### src/plcr_pkg.sv
`default_nettype none
package plcr_pkg;
	// ----------------------------------------
	// Register map
	// ----------------------------------------
	localparam logic [7:0] PLCR_LINK_CTRL_OFFSET = 8'h80;
	localparam int PLCR_REG_WIDTH = 16;
	// Field positions
	localparam int PLCR_CLOCK_PM_BIT = 8;
	localparam int PLCR_EXT_SYNC_BIT = 7;
	localparam int PLCR_COMMON_CLK_BIT = 6;
	localparam int PLCR_COMPL_BND_BIT = 3;
	localparam int PLCR_ASPM_LSB = 0;
	// Writable bits 8,7,6,3,1,0
	localparam logic [15:0] PLCR_WRITE_MASK = 16'h01cb;
	// Reset values of fields not taken from the general control register
	localparam logic PLCR_EXT_SYNC_RESET = 1'b0;
	localparam logic PLCR_COMMON_CLK_RESET = 1'b0;
	localparam logic PLCR_COMPL_BND_RESET = 1'b0;
	// Field values of the active state PM control
	localparam logic [1:0] PLCR_ASPM_OFF = 2'h0;
	localparam logic [1:0] PLCR_ASPM_L0S = 2'h1;
	localparam logic [1:0] PLCR_ASPM_L1 = 2'h2;
	localparam logic [1:0] PLCR_ASPM_BOTH = 2'h3;

	// ----------------------------------------
	// Types
	// ----------------------------------------
	typedef struct packed {
		logic clock_pm_enable;
		logic extended_sync;
		logic common_clock_config;
		logic completion_boundary;
		logic [1:0] active_state_pm_control;
	} plcr_ctrl_type;

	typedef struct packed {
		logic l0s_entry_allow;
		logic l1_entry_allow;
	} plcr_aspm_type;
endpackage
`default_nettype wire

### src/plcr_aspm_decode.sv
`timescale 1ns/100ps
`default_nettype none
module plcr_aspm_decode
	import plcr_pkg::*;
(
	input wire logic [1:0] field,
	output var plcr_aspm_type allow
);
	always_comb
	begin
		allow.l0s_entry_allow = (field == PLCR_ASPM_L0S) || (field == PLCR_ASPM_BOTH); // RULE_13
		allow.l1_entry_allow = (field == PLCR_ASPM_L1) || (field == PLCR_ASPM_BOTH); // RULE_13
	end
endmodule
`default_nettype wire

### src/plcr_link_control.sv
// Summary of operation
// [RULE_01] Bits 15 to 12 read zero; writes to them are ignored.
// [RULE_02] Bit 11, autonomous bandwidth interrupt enable, is read-only zero.
// [RULE_03] Bit 10, bandwidth management interrupt enable, is read-only zero.
// [RULE_04] Bit 9, autonomous width disable, is read-only zero.
// [RULE_05] Clock PM enable zero holds the clock request output low.
// [RULE_06] Clock PM enable one lets clock request free the reference clock.
// [RULE_07] Clock PM enable resets from general control bit 23.
// [RULE_08] Extended sync one lengthens the L1 exit training; resets to zero.
// [RULE_09] Common clock bit stored, resets zero, selects reported exit latencies.
// [RULE_10] Retrain and link-off bits 5 and 4 are read-only zero.
// [RULE_11] Completion boundary bit is stored only; resets to 64 bytes.
// [RULE_12] Bit 2 is reserved and reads zero.
// [RULE_13] Active state PM field gates L0s and L1 entry.
// [RULE_14] Active state PM field resets from general control bits 29:28.
// [RULE_15] Writes change only bits 8, 7, 6, 3, 1 and 0.
`timescale 1ns/100ps
`default_nettype none
module plcr_link_control
	import plcr_pkg::*;
#(
	parameter logic [15:0] L0S_LAT_COMMON = 16'h0001,
	parameter logic [15:0] L0S_LAT_SEPARATE = 16'h0002,
	parameter logic [15:0] L1_LAT_COMMON = 16'h0003,
	parameter logic [15:0] L1_LAT_SEPARATE = 16'h0004
)
(
	input wire logic clk,
	input wire logic rst,
	input wire logic clk_en,
	// Defaults from the general control register, read in the first enabled cycle after reset
	input wire logic clock_pm_default_select,
	input wire logic [1:0] active_pm_default_select,
	// Configuration access
	input wire logic cfg_wr,
	input wire logic cfg_rd,
	input wire logic [7:0] cfg_addr,
	input wire logic [1:0] cfg_byte_en,
	input wire logic [15:0] cfg_wdata,
	output logic [15:0] cfg_rdata,
	// Link side
	input wire logic link_idle_clock_ok,
	output logic clkreq_out,
	output logic clkreq_oe,
	output logic extended_sync,
	output logic common_clock_config,
	output logic completion_boundary,
	output logic l0s_entry_allow,
	output logic l1_entry_allow,
	output logic [15:0] l0s_exit_latency,
	output logic [15:0] l1_exit_latency
);
	// ----------------------------------------
	// Register state
	// ----------------------------------------
	plcr_ctrl_type ctrl_q, ctrl_d;
	logic loaded_q, loaded_d;
	logic [15:0] rdata_q, rdata_d;
	logic [15:0] image;
	logic [15:0] wmask;
	logic [15:0] newval;
	logic hit;

	// Register image: all fixed bits are constant zero
	always_comb
	begin
		image = 16'h0000; // RULE_01 RULE_02 RULE_03 RULE_04 RULE_10 RULE_12
		image[PLCR_CLOCK_PM_BIT] = ctrl_q.clock_pm_enable;
		image[PLCR_EXT_SYNC_BIT] = ctrl_q.extended_sync;
		image[PLCR_COMMON_CLK_BIT] = ctrl_q.common_clock_config;
		image[PLCR_COMPL_BND_BIT] = ctrl_q.completion_boundary;
		image[PLCR_ASPM_LSB +: 2] = ctrl_q.active_state_pm_control;
	end

	assign hit = (cfg_addr == PLCR_LINK_CTRL_OFFSET);

	always_comb
	begin
		ctrl_d = ctrl_q;
		loaded_d = 1'b1;
		rdata_d = rdata_q;
		wmask = PLCR_WRITE_MASK & {{8{cfg_byte_en[1]}}, {8{cfg_byte_en[0]}}}; // RULE_15
		newval = (image & ~wmask) | (cfg_wdata & wmask); // RULE_15
		// Straps are sampled in the first enabled cycle after reset, not in reset
		if (!loaded_q)
		begin
			ctrl_d.clock_pm_enable = clock_pm_default_select; // RULE_07
			ctrl_d.active_state_pm_control = active_pm_default_select; // RULE_14
		end
		else if (cfg_wr && hit)
		begin
			ctrl_d.clock_pm_enable = newval[PLCR_CLOCK_PM_BIT];
			ctrl_d.extended_sync = newval[PLCR_EXT_SYNC_BIT]; // RULE_08
			ctrl_d.common_clock_config = newval[PLCR_COMMON_CLK_BIT]; // RULE_09
			ctrl_d.completion_boundary = newval[PLCR_COMPL_BND_BIT]; // RULE_11
			ctrl_d.active_state_pm_control = newval[PLCR_ASPM_LSB +: 2];
		end
		// Unmapped reads return zero
		if (cfg_rd)
		begin
			if (hit)
				rdata_d = image;
			else
				rdata_d = 16'h0000;
		end
	end

	always_ff @(posedge clk or posedge rst)
	begin
		if (rst)
		begin
			ctrl_q <= '{1'b0, PLCR_EXT_SYNC_RESET, PLCR_COMMON_CLK_RESET,
				PLCR_COMPL_BND_RESET, PLCR_ASPM_OFF};
			loaded_q <= 1'b0;
			rdata_q <= 16'h0000;
		end
		else if (clk_en)
		begin
			ctrl_q <= ctrl_d;
			loaded_q <= loaded_d;
			rdata_q <= rdata_d;
		end
	end

	// ----------------------------------------
	// Link-facing outputs
	// ----------------------------------------
	plcr_aspm_type allow;
	logic clkreq_d;
	logic clkreq_q;
	logic es_q, ccc_q, rcb_q, l0s_q, l1_q;
	logic oe_q;
	logic [15:0] l0s_lat_q, l1_lat_q, l0s_lat_d, l1_lat_d;

	plcr_aspm_decode u_aspm (
		.field(ctrl_q.active_state_pm_control),
		.allow(allow)
	);

	always_comb
	begin
		// Low requests the clock; release only when enabled and the link allows it
		clkreq_d = ctrl_q.clock_pm_enable & link_idle_clock_ok; // RULE_05 RULE_06
		l0s_lat_d = ctrl_q.common_clock_config ? L0S_LAT_COMMON : L0S_LAT_SEPARATE; // RULE_09
		l1_lat_d = ctrl_q.common_clock_config ? L1_LAT_COMMON : L1_LAT_SEPARATE; // RULE_09
	end

	always_ff @(posedge clk or posedge rst)
	begin
		if (rst)
		begin
			clkreq_q <= 1'b0;
			es_q <= 1'b0;
			ccc_q <= 1'b0;
			rcb_q <= 1'b0;
			l0s_q <= 1'b0;
			l1_q <= 1'b0;
			l0s_lat_q <= 16'h0000;
			l1_lat_q <= 16'h0000;
			oe_q <= 1'b1;
		end
		else if (clk_en)
		begin
			clkreq_q <= clkreq_d;
			es_q <= ctrl_q.extended_sync; // RULE_08
			ccc_q <= ctrl_q.common_clock_config;
			rcb_q <= ctrl_q.completion_boundary; // RULE_11
			l0s_q <= allow.l0s_entry_allow; // RULE_13
			l1_q <= allow.l1_entry_allow; // RULE_13
			l0s_lat_q <= l0s_lat_d;
			l1_lat_q <= l1_lat_d;
			// The request pin is always driven, so its enable is a constant high flop
			oe_q <= 1'b1;
		end
	end

	assign cfg_rdata = rdata_q;
	assign clkreq_out = clkreq_q;
	assign clkreq_oe = oe_q;
	assign extended_sync = es_q;
	assign common_clock_config = ccc_q;
	assign completion_boundary = rcb_q;
	assign l0s_entry_allow = l0s_q;
	assign l1_entry_allow = l1_q;
	assign l0s_exit_latency = l0s_lat_q;
	assign l1_exit_latency = l1_lat_q;
endmodule
`default_nettype wire

### config.mk
export PLATFORM = sky130hd
export DESIGN_NAME = plcr_link_control
export DESIGN_NICKNAME = d
export VERILOG_FILES = /design/src/plcr_pkg.sv /design/src/plcr_aspm_decode.sv /design/src/plcr_link_control.sv
export SDC_FILE = /design/constraint.sdc
export NUM_CORES = 1
export LEC_CHECK = 0
export ABC_AREA = 1
export BUFFER_PORTS_ARGS = -buffer_cell sky130_fd_sc_hd__buf_2
export CORE_ASPECT_RATIO = 1.1
export CORE_MARGIN = 4
export CORE_UTILIZATION = 41
export CTS_CLUSTER_SIZE = 16
export DETAILED_ROUTE_END_ITERATION = 10
export PLACE_DENSITY = 0.8
export SLEW_MARGIN = 20
export SYNTH_ARGS = -nofsm -noshare
export SYNTH_HDL_FRONTEND = slang
export SYNTH_SLANG_ARGS = --single-unit
### constraint.sdc
create_clock -name clk -period 1.4 [get_ports clk]
set_input_delay 0.14 -clock clk [delete_from_list [all_inputs] [get_ports clk]]
set_output_delay 0.14 -clock clk [all_outputs]
set_load 0.01 [all_outputs]
==> results.json, run 1 <==
{
  "ys_ff_latch": 20,
  "yosys.area_share.simple": 0.248,
  "drt_pass1_iterations": 4,
  "p_clk_frac": 0.308,
  "use_met3": 0.0430,
  "drt-initial-drc-count": 43,
  "async_flop_share": 1.00,
  "drtAntennaViolNets": 0,
  "p_int_w": 0.000785,
  "grt_usage": 0.114,
  "crit_path_start_kind": "flop",
  "fin_crit_sh": 0.837,
  "grtUsageMet2": 0.196,
  "switching_share": 0.264,
  "synth_area_um2": 1270,
  "area_growth_syn_to_layout_pct": 9.16,
  "post_drt_wl_per_cell_um": 10.2,
  "diodes": 0,
  "die-area_um2": 4050,
  "synth-xor-area-share": 0,
  "holdPathStages": 3,
  "hold_class": "in -> reg",
  "rsz0062_at_grt": "no",
  "setup.worst_path.end_class": "flop",
  "syn_inst": 170,
  "netlist_top_cells_area": "dfrtp_1, buf_4, nand2_1",
  "clock_path_buffers": 2,
  "status": "completed",
  "maxCapViolCount": 0,
  "vias_per_cell": 4.23,
  "synthAdderAreaFrac": 0,
  "yosysMostFrequentCell": "nand2_1",
  "cts_setup_buffers": 0,
  "grt_max_degree": 21,
  "p_comb_frac": 0.143,
  "min_to": "clkreq_out$_DFFE_PP0P_",
  "muxShareOfSynthArea": 0,
  "cts_root_buf": "clkbuf_4",
  "critPathSlowestCell": "dfrtp_1",
  "insertion_delay_ns": 0.29,
  "dp_hpwl_um": 2070,
  "cts_tree": "yes",
  "cp_num_buf_inv": 1,
  "ys_warn_count": 0,
  "worstPathMaxFanout": 6,
  "fin_tns_setup_ns": 0,
  "pre_cts_slack_ns": 0.239,
  "ys.flop_type": "dfrtp_1",
  "yosys.area.top_type_share": 0.394,
  "ys_types": 15,
  "antenna_found_initial": 0,
  "ys_seq_area_frac": 0.394,
  "synth.largest_area_cell": "dfrtp_1",
  "hold_viol": 0,
  "synth-compound-area-share": 0.0473,
  "numPortBuffers": 41,
  "routabilityCongestion": 0.781,
  "num_vias": 1027,
  "pwr-share-seq": 0.549,
  "r2r_start": "loaded_q$_DFFE_PP0P_",
  "rrSetupSlack_ns": 0.23,
  "coreArea_um2": 2880,
  "synth_edf_count": 0,
  "skew_ns": 0.00299,
  "synth_commonest_cells": "nand2_1, buf_4, dfrtp_1",
  "cp_top_family": "simple AND/OR/NAND/NOR gates",
  "cts_buffers": 3,
  "grt_pass1_vias": 873,
  "p_sw_w": 0.000281,
  "layout-drive-gt1-share": 0.238,
  "initial_utilization": 0.441,
  "final_max_slew_viol_count": 0,
  "wl_um": 2480,
  "nets": 246,
  "avgSynthCellArea_um2": 7.47,
  "clock.fmax_ghz": 0.853,
  "use_met1": 0.127,
  "hp-start": "link_idle_clock_ok",
  "p_leak_nw": 0.884,
  "die_w_um": 61.1,
  "powerDensity_nw_per_um2": 769,
  "crit_type": "reg -> reg",
  "synth_top_family_by_area": "buffers and inverters",
  "clock_sinks": 20,
  "clk_pin_slew_ns": 0.11,
  "irDropWorstVdd_mv": 0.374,
  "setup_viol": 0,
  "die_h_um": 66.4,
  "htree_levels": 1,
  "rows": 20,
  "fin_crit_ns": 1.17,
  "crit_path_start": "loaded_q$_DFFE_PP0P_",
  "grt_overflow": 0,
  "grt_pass1_wl_um": 3560,
  "io_pins": 90,
  "path_cells": "inv_1, nor3_2, nand3_2, nand2_1, o21ai_1",
  "cp.required_ns": 1.59,
  "ff2ff_path_depth": 5,
  "slowest_delay_ns": 0.44,
  "arrival_ns": 1.36,
  "drc": 0,
  "busiest_layer": "met2",
  "setup_slack_ns": 0.228
}
worst max-delay path by stage:
stage	endpoint	slack [ns]	cells past startpoint
after global placement	flop	0.28	7
after global routing	flop	0.13	5
after floorplan	flop	0.39	5
final	flop	0.23	5
after CTS	flop	0.22	5
after detailed placement	flop	0.24	7
layout by cell type, fill, tap and decap left out:
| cell | count |
|---|---|
| o21ai_1 | 3 |
| nand3_2 | 1 |
| buf_4 | 1 |
| nand3_1 | 11 |
| buf_2 | 41 |
| inv_1 | 17 |
| clkbuf_4 | 3 |
| dlygate4sd3_1 | 1 |
| nor2_1 | 10 |
| dfrtp_1 | 20 |
| a21oi_1 | 1 |
| nand2_1 | 51 |
| nor2_4 | 1 |
| o21ai_0 | 8 |
| nor3_2 | 1 |
| conb_1 | 38 |
| inv_2 | 1 |
| clkbuf_8 | 1 |
final cells by class:
class / count / area [µm²]
Inverter: 18 / 67.6
Fill cell: 286 / 1490
Sequential cell: 20 / 500
Tap cell: 33 / 41.3
Timing Repair Buffer: 43 / 223
Multi-Input combinational cell: 125 / 518
Clock buffer: 4 / 36.3
per-stage QoR:
stage          instances  hold WS, ns  total power (W)  utilization  cell area (µm²)
3_5_place_dp         238        0.180         0.000745        0.466             1340
2_1_floorplan        206        0.104         0.000771            -             1410
5_1_grt              243       0.0702          0.00112        0.482             1390
4_1_cts              243       0.0633          0.00107        0.482             1390
3_3_place_gp         238        0.174         0.000742        0.466             1340
6_report             243       0.0674          0.00107        0.482             1390
kinds of logic (layout without fill, tap and decap cells):
group           Yosys count  after routing
compound gates           12             12
buf+inv                  61             65
flops                    20             20
other cells               2             38
simple gates             75             75
power by group through the flow:
| stage | registers [W] | clock network (W) | logic, W |
|---|---|---|---|
| global route | 0.000587 | 0.000357 | 0.000173 |
| finish | 0.000585 | 0.000328 | 0.000152 |
| global placement | 0.000596 | 0 | 0.000146 |
| floorplan | 0.000598 | 0 | 0.000173 |
| detailed placement | 0.000597 | 0 | 0.000148 |
| CTS | 0.000586 | 0.000335 | 0.000151 |
tightest hold or removal path: stages:
cell	delay (ns)
buf_2	0.08
nand3_1	0.06
nand2_1	0.05
layer usage:
layer  up-vias  share of wire
li1        516              -
met5         -              0
met2        54           0.50
met3         2           0.12
met1       455           0.37
met4         0         0.0052
repair_timing:
action                                 in CTS  in global routing
hold buffers                                1                  0
setup endpoints to repair                   0                  0
endpoints found under the hold margin      20                  0
gates resized for setup                     0                  0
Power figures use the tool's default switching activity.
==> run 2: changes to the inputs <==
- ABC_AREA: 1 -> 0
- CORE_UTILIZATION: 41 -> 36
- PLACE_DENSITY: 0.8 -> 0.76
- clock period: 1.4 -> 0.97 ns (I/O delays scaled with it)
==> results.json, run 2 <==
{
  "cp.required_ns": 1.17,
  "drtAntennaViolNets": 0,
  "final_cell_mix": "conb_1, buf_2, dfrtp_1",
  "ys_types": 27,
  "diodes": 0,
  "yosysMostFrequentCell": "buf_4",
  "die_h_um": 68.6,
  "cts_root_buf": "clkbuf_4",
  "hold_class": "in -> reg",
  "ys_ff_latch": 20,
  "ys.flop_type": "dfrtp_1",
  "post_drt_wl_per_cell_um": 12.4,
  "synth_area_um2": 1200,
  "drt_pass1_iterations": 4,
  "antenna_found_initial": 0,
  "num_vias": 890,
  "routabilityCongestion": 0.862,
  "powerDensity_nw_per_um2": 1210,
  "ys_warn_count": 0,
  "fin_crit_sh": 1.34,
  "drc": 0,
  "ff2ff_path_depth": 4,
  "yosys.area.top_type_share": 0.416,
  "die-area_um2": 4330,
  "maxCapViolCount": 0,
  "clock_path_buffers": 2,
  "crit_type": "in -> reg",
  "rsz0062_at_grt": "yes",
  "synth_edf_count": 0,
  "total_power_w": 0.00191,
  "cts_tree": "yes",
  "setup_viol": 12,
  "synth.largest_area_cell": "dfrtp_1",
  "grt_overflow": 0,
  "numPortBuffers": 41,
  "mostFrequentLayoutCell": "conb_1",
  "drt-initial-drc-count": 23,
  "arrival_ns": 1.50,
  "ys_seq_area_frac": 0.416,
  "setup_slack_ns": -0.330,
  "io_pins": 90,
  "insertion_delay_ns": 0.30,
  "grt_pass1_vias": 748,
  "instances_no_fill": 206,
  "die_w_um": 63.1,
  "async_flop_share": 1.00,
  "setup.worst_path.end_class": "flop",
  "clock.fmax_ghz": 0.769,
  "final_max_slew_viol_count": 0,
  "synth_commonest_cells": "buf_4, dfrtp_1, mux2_2",
  "dp.cells": 194,
  "violations": "setup timing",
  "clock_sinks": 20,
  "rows": 21,
  "coreArea_um2": 3130,
  "clk_pin_slew_ns": 0.12,
  "grt_pass1_wl_um": 3570,
  "hold_viol": 0,
  "cts_buffers": 3,
  "initial_utilization": 0.385,
  "worstPathMaxFanout": 4,
  "avgSynthCellArea_um2": 10.5,
  "fin_crit_ns": 1.30,
  "htree_levels": 1,
  "wl_um": 2560,
  "netlist_top_cells_area": "dfrtp_1, buf_4, mux2_2",
  "vias_per_cell": 4.32,
  "r2r_start": "loaded_q$_DFFE_PP0P_",
  "placed_area_um2": 1350,
  "nets": 208,
  "syn_inst": 115,
  "grt_usage": 0.109,
  "skew_ns": 0.00433,
  "irDropWorstVdd_mv": 0.607,
  "crit_path_start_kind": "primary input",
  "p_leak_nw": 0.872,
  "design_area_um2": 1580,
  "hp-start": "cfg_wdata[3]",
  "grt_max_degree": 21,
  "area_growth_syn_to_layout_pct": 31.4,
  "holdPathStages": 2,
  "dp_hpwl_um": 1890,
  "status": "complete, but fails checks",
  "rrSetupSlack_ns": -0.28,
  "layout-drive-gt1-share": 0.471
}
==> run 2: cell count changes after synthesis, moves of 2 or more <==
cell and delta:
nand2_1 -48, nand3_1 -10, o21ai_1 -3, nor4_1 +3
a211oi_1 +2, a22o_1 +6, o21ai_0 -7, nand4_1 +2
mux2_2 +8, nor2_1 -4, inv_1 -12
==> run 2: report_power, final <==
part	switching [W]	total, W	leakage, nW	internal [W]
logic	0.000185	0.000327	0.588	0.000142
registers	0.0000287	0.000904	0.256	0.000875
clock network	0.000265	0.000683	0.0279	0.000417
total	0.000479	0.00191	0.872	0.00143
==> run 2: kinds of logic (layout without fill, tap and decap cells) <==
logic type,count (synthesis),count (layout),share of synthesized area
mux,9,9,0.0832
flops,20,20,0.416
compound gates,10,10,0.0676
other cells,2,38,0.00624
simple gates,26,26,0.147
buf+inv,48,69,0.281
==> run 2: critical path: stages <==
cell	delay [ns]
buf_6	0.09
or4b_4	0.55
nor4_4	0.27
buf_4	0.19
mux2_4	0.30
==> run 2: worst max path at each step <==
stage                     slack (ns)         from  endpoint  cells after the start
after floorplan                -0.53  cfg_addr[3]      flop                      3
after CTS                      -0.31  cfg_addr[6]      flop                      5
final                          -0.33  cfg_addr[6]      flop                      5
after global routing           -0.34  cfg_addr[6]      flop                      5
after detailed placement       -0.74  cfg_addr[3]      flop                      4
after global placement         -0.71  cfg_addr[3]      flop                      4
==> run 2: through the flow <==
stage / hold WS [ns] / setup slack [ns] / util / TNS (ns)
3_3_place_gp: 0.129 / -0.710 / 0.432 / -5.99
5_1_grt: 0.00826 / -0.341 / 0.506 / -2.67
2_1_floorplan: 0.0608 / -0.531 / - / -3.48
4_1_cts: 0.0190 / -0.312 / 0.474 / -2.08
3_5_place_dp: 0.129 / -0.739 / 0.432 / -6.18
6_report: 0.0233 / -0.330 / 0.506 / -2.13
==> run 2: area by class of cell <==
class / instances / area (µm²)
fill: 279 / 1550
multi-input combinational: 83 / 558
sequential: 20 / 500
timing repair buffer: 60 / 409
tap: 34 / 42.5
clock inverter: 1 / 30.0
clock buffer: 3 / 22.5
inverter: 5 / 18.8
==> run 2: timing repair <==
| action | 4_1_cts | 5_1_grt |
|---|---|---|
| pin swaps | 2 | 1 |
| gates cloned | 0 | 0 |
| setup buffers | 2 | 5 |
| hold endpoints to repair | 20 | 0 |
| gates resized for setup | 10 | 12 |
| hold buffers | 1 | 0 |
| setup endpoints to repair | 16 | 28 |
==> run 2: per-layer routing <==
metal / vias to the layer above / GRT usage / wire length (µm)
met5: - / 0 / 0
met4: 0 / 0.0523 / 13
met3: 2 / 0.0389 / 264
met2: 44 / 0.192 / 1310
met1: 416 / 0.118 / 975
li1: 428 / - / -
==> run 3: changes to the inputs <==
- clock period: 0.97 -> 1.05 ns (I/O delays scaled with it)
==> results.json, run 3 (synthesized netlist as in run 2, its figures left out) <==
{
  "status": "complete, but fails checks",
  "violations": "setup timing",
  "skew_ns": 0.00359,
  "routabilityCongestion": 0.862,
  "grt_usage": 0.114,
  "cp.required_ns": 1.26,
  "coreArea_um2": 3130,
  "diodes": 0,
  "final_cell_mix": "conb_1, buf_2, dfrtp_1",
  "grt_pass1_wl_um": 3630,
  "grt_max_degree": 21,
  "grt_overflow": 0,
  "area_growth_syn_to_layout_pct": 28.2,
  "drtAntennaViolNets": 0,
  "clk_pin_slew_ns": 0.12,
  "drc": 0,
  "critPathSlowestCell": "or4_4",
  "p_leak_nw": 0.854,
  "hold_class": "in -> reg",
  "layout-drive-gt1-share": 0.462,
  "clock_sinks": 20,
  "initial_utilization": 0.385,
  "die_w_um": 63.1,
  "nets": 205,
  "clock.fmax_ghz": 0.768,
  "htree_levels": 1,
  "slowest_delay_ns": 0.55,
  "placed_area_um2": 1350,
  "cts_root_buf": "clkbuf_4",
  "antenna_found_initial": 0,
  "seq_area_um2": 500,
  "crit_type": "in -> reg",
  "vias_per_cell": 4.22,
  "fin_crit_sh": 1.24,
  "crit_path_start_kind": "primary input",
  "cpMostUsedCell": "buf_6",
  "crit_path_start": "cfg_addr[2]",
  "io_pins": 90,
  "design_area_um2": 1540,
  "setup_viol": 12,
  "dp_hpwl_um": 1930,
  "top_layer": "met4",
  "powerDensity_nw_per_um2": 1140,
  "num_vias": 857,
  "rsz0062_at_grt": "yes",
  "cts_buffers": 3,
  "drt-met1-wl_um": 978,
  "rows": 21,
  "met2_length_um": 1300,
  "post_drt_wl_per_cell_um": 12.9,
  "num-fill-cells": 272,
  "wl_um": 2620,
  "path_cells": "buf_6, or4_4, nor4_4, buf_6, mux2_4",
  "drt-initial-drc-count": 14,
  "wl_met3_um": 290,
  "ff2ff_path_depth": 4,
  "numPortBuffers": 41,
  "fin_tns_setup_ns": -1.87,
  "multiInputGateArea_um2": 563,
  "cts_tree": "yes",
  "rrSetupSlack_ns": -0.20,
  "fin_crit_ns": 1.30,
  "clock_path_buffers": 2,
  "r2r_start": "loaded_q$_DFFE_PP0P_",
  "final_max_slew_viol_count": 0,
  "setup_slack_ns": -0.251,
  "maxCapViolCount": 0,
  "drt_pass1_iterations": 4,
  "die_h_um": 68.6,
  "irDropWorstVdd_mv": 0.653,
  "setup.worst_path.end_class": "flop",
  "utilization": 0.493,
  "grt_pass1_vias": 765,
  "hold_viol": 0,
  "die-area_um2": 4330,
  "insertion_delay_ns": 0.31,
  "worstPathMaxFanout": 4,
  "arrival_ns": 1.51
}
[run 3: cell count changes in the layout (fill, tap and decap cells not counted), sizes merged]
cell and delta:
buf -3
[run 3: through the flow]
stage / setup WS, ns / hold WS, ns / power [W] / std cells
CTS: -0.233 / 0.0161 / 0.00177 / 201
detailed placement: -0.663 / 0.140 / 0.00111 / 194
floorplan: -0.459 / 0.0688 / 0.00110 / 151
global placement: -0.638 / 0.137 / 0.00111 / 194
global route: -0.254 / 0.00859 / 0.00185 / 203
finish: -0.251 / 0.0277 / 0.00176 / 203
[run 3: cell type report]
| type | instances | share of cell area |
|---|---|---|
| multi-input combinational | 83 | 0.365 |
| sequential | 20 | 0.324 |
| timing repair buffer | 57 | 0.237 |
| tap | 34 | 0.0276 |
| clock inverter | 1 | 0.0195 |
| clock buffer | 3 | 0.0146 |
| inverter | 5 | 0.0122 |
[run 3: how the worst min path moves through the flow]
stage                     depth (start not counted)  slack [ns]    startpoint                         end
after floorplan                                   1        0.07           rst  asynchronous set/reset pin
after global placement                            3        0.14           rst    cfg_rdata[8]$_DFFE_PP0P_
after detailed placement                          3        0.14           rst    cfg_rdata[8]$_DFFE_PP0P_
after CTS                                         2        0.02  cfg_wdata[7]                        flop
after global routing                              2       0.009  cfg_wdata[7]                        flop
final                                             2        0.03  cfg_wdata[3]                        flop
[run 3: what timing repair did]
item | CTS | global route
endpoints found under the setup margin | 12 | 12
gates cloned | 0 | 0
buffers inserted | 2 | 2
endpoints found under the hold margin | 20 | 0
pin swaps | 3 | 5
gates resized for setup | 12 | 8
hold buffers | 1 | 0
[run 3: worst max-delay path, delay by kind of cell]
family                 cells  cell delay (ns)
buffers and inverters      2             0.25
AND/OR/NAND/NOR            2             0.84
multiplexers               1             0.30
[run 3: report_power, final]
| group | switching (W) | internal [W] |
|---|---|---|
| combinational | 0.000172 | 0.000124 |
| clock | 0.000247 | 0.000386 |
| sequential | 0.0000238 | 0.000808 |
[run 3: per-layer routing]
metal / global-route usage / vias to the layer above
li1: - / 418
met1: 0.120 / 391
met2: 0.195 / 44
met3: 0.0502 / 4
met4: 0.0606 / 0
met5: 0 / -
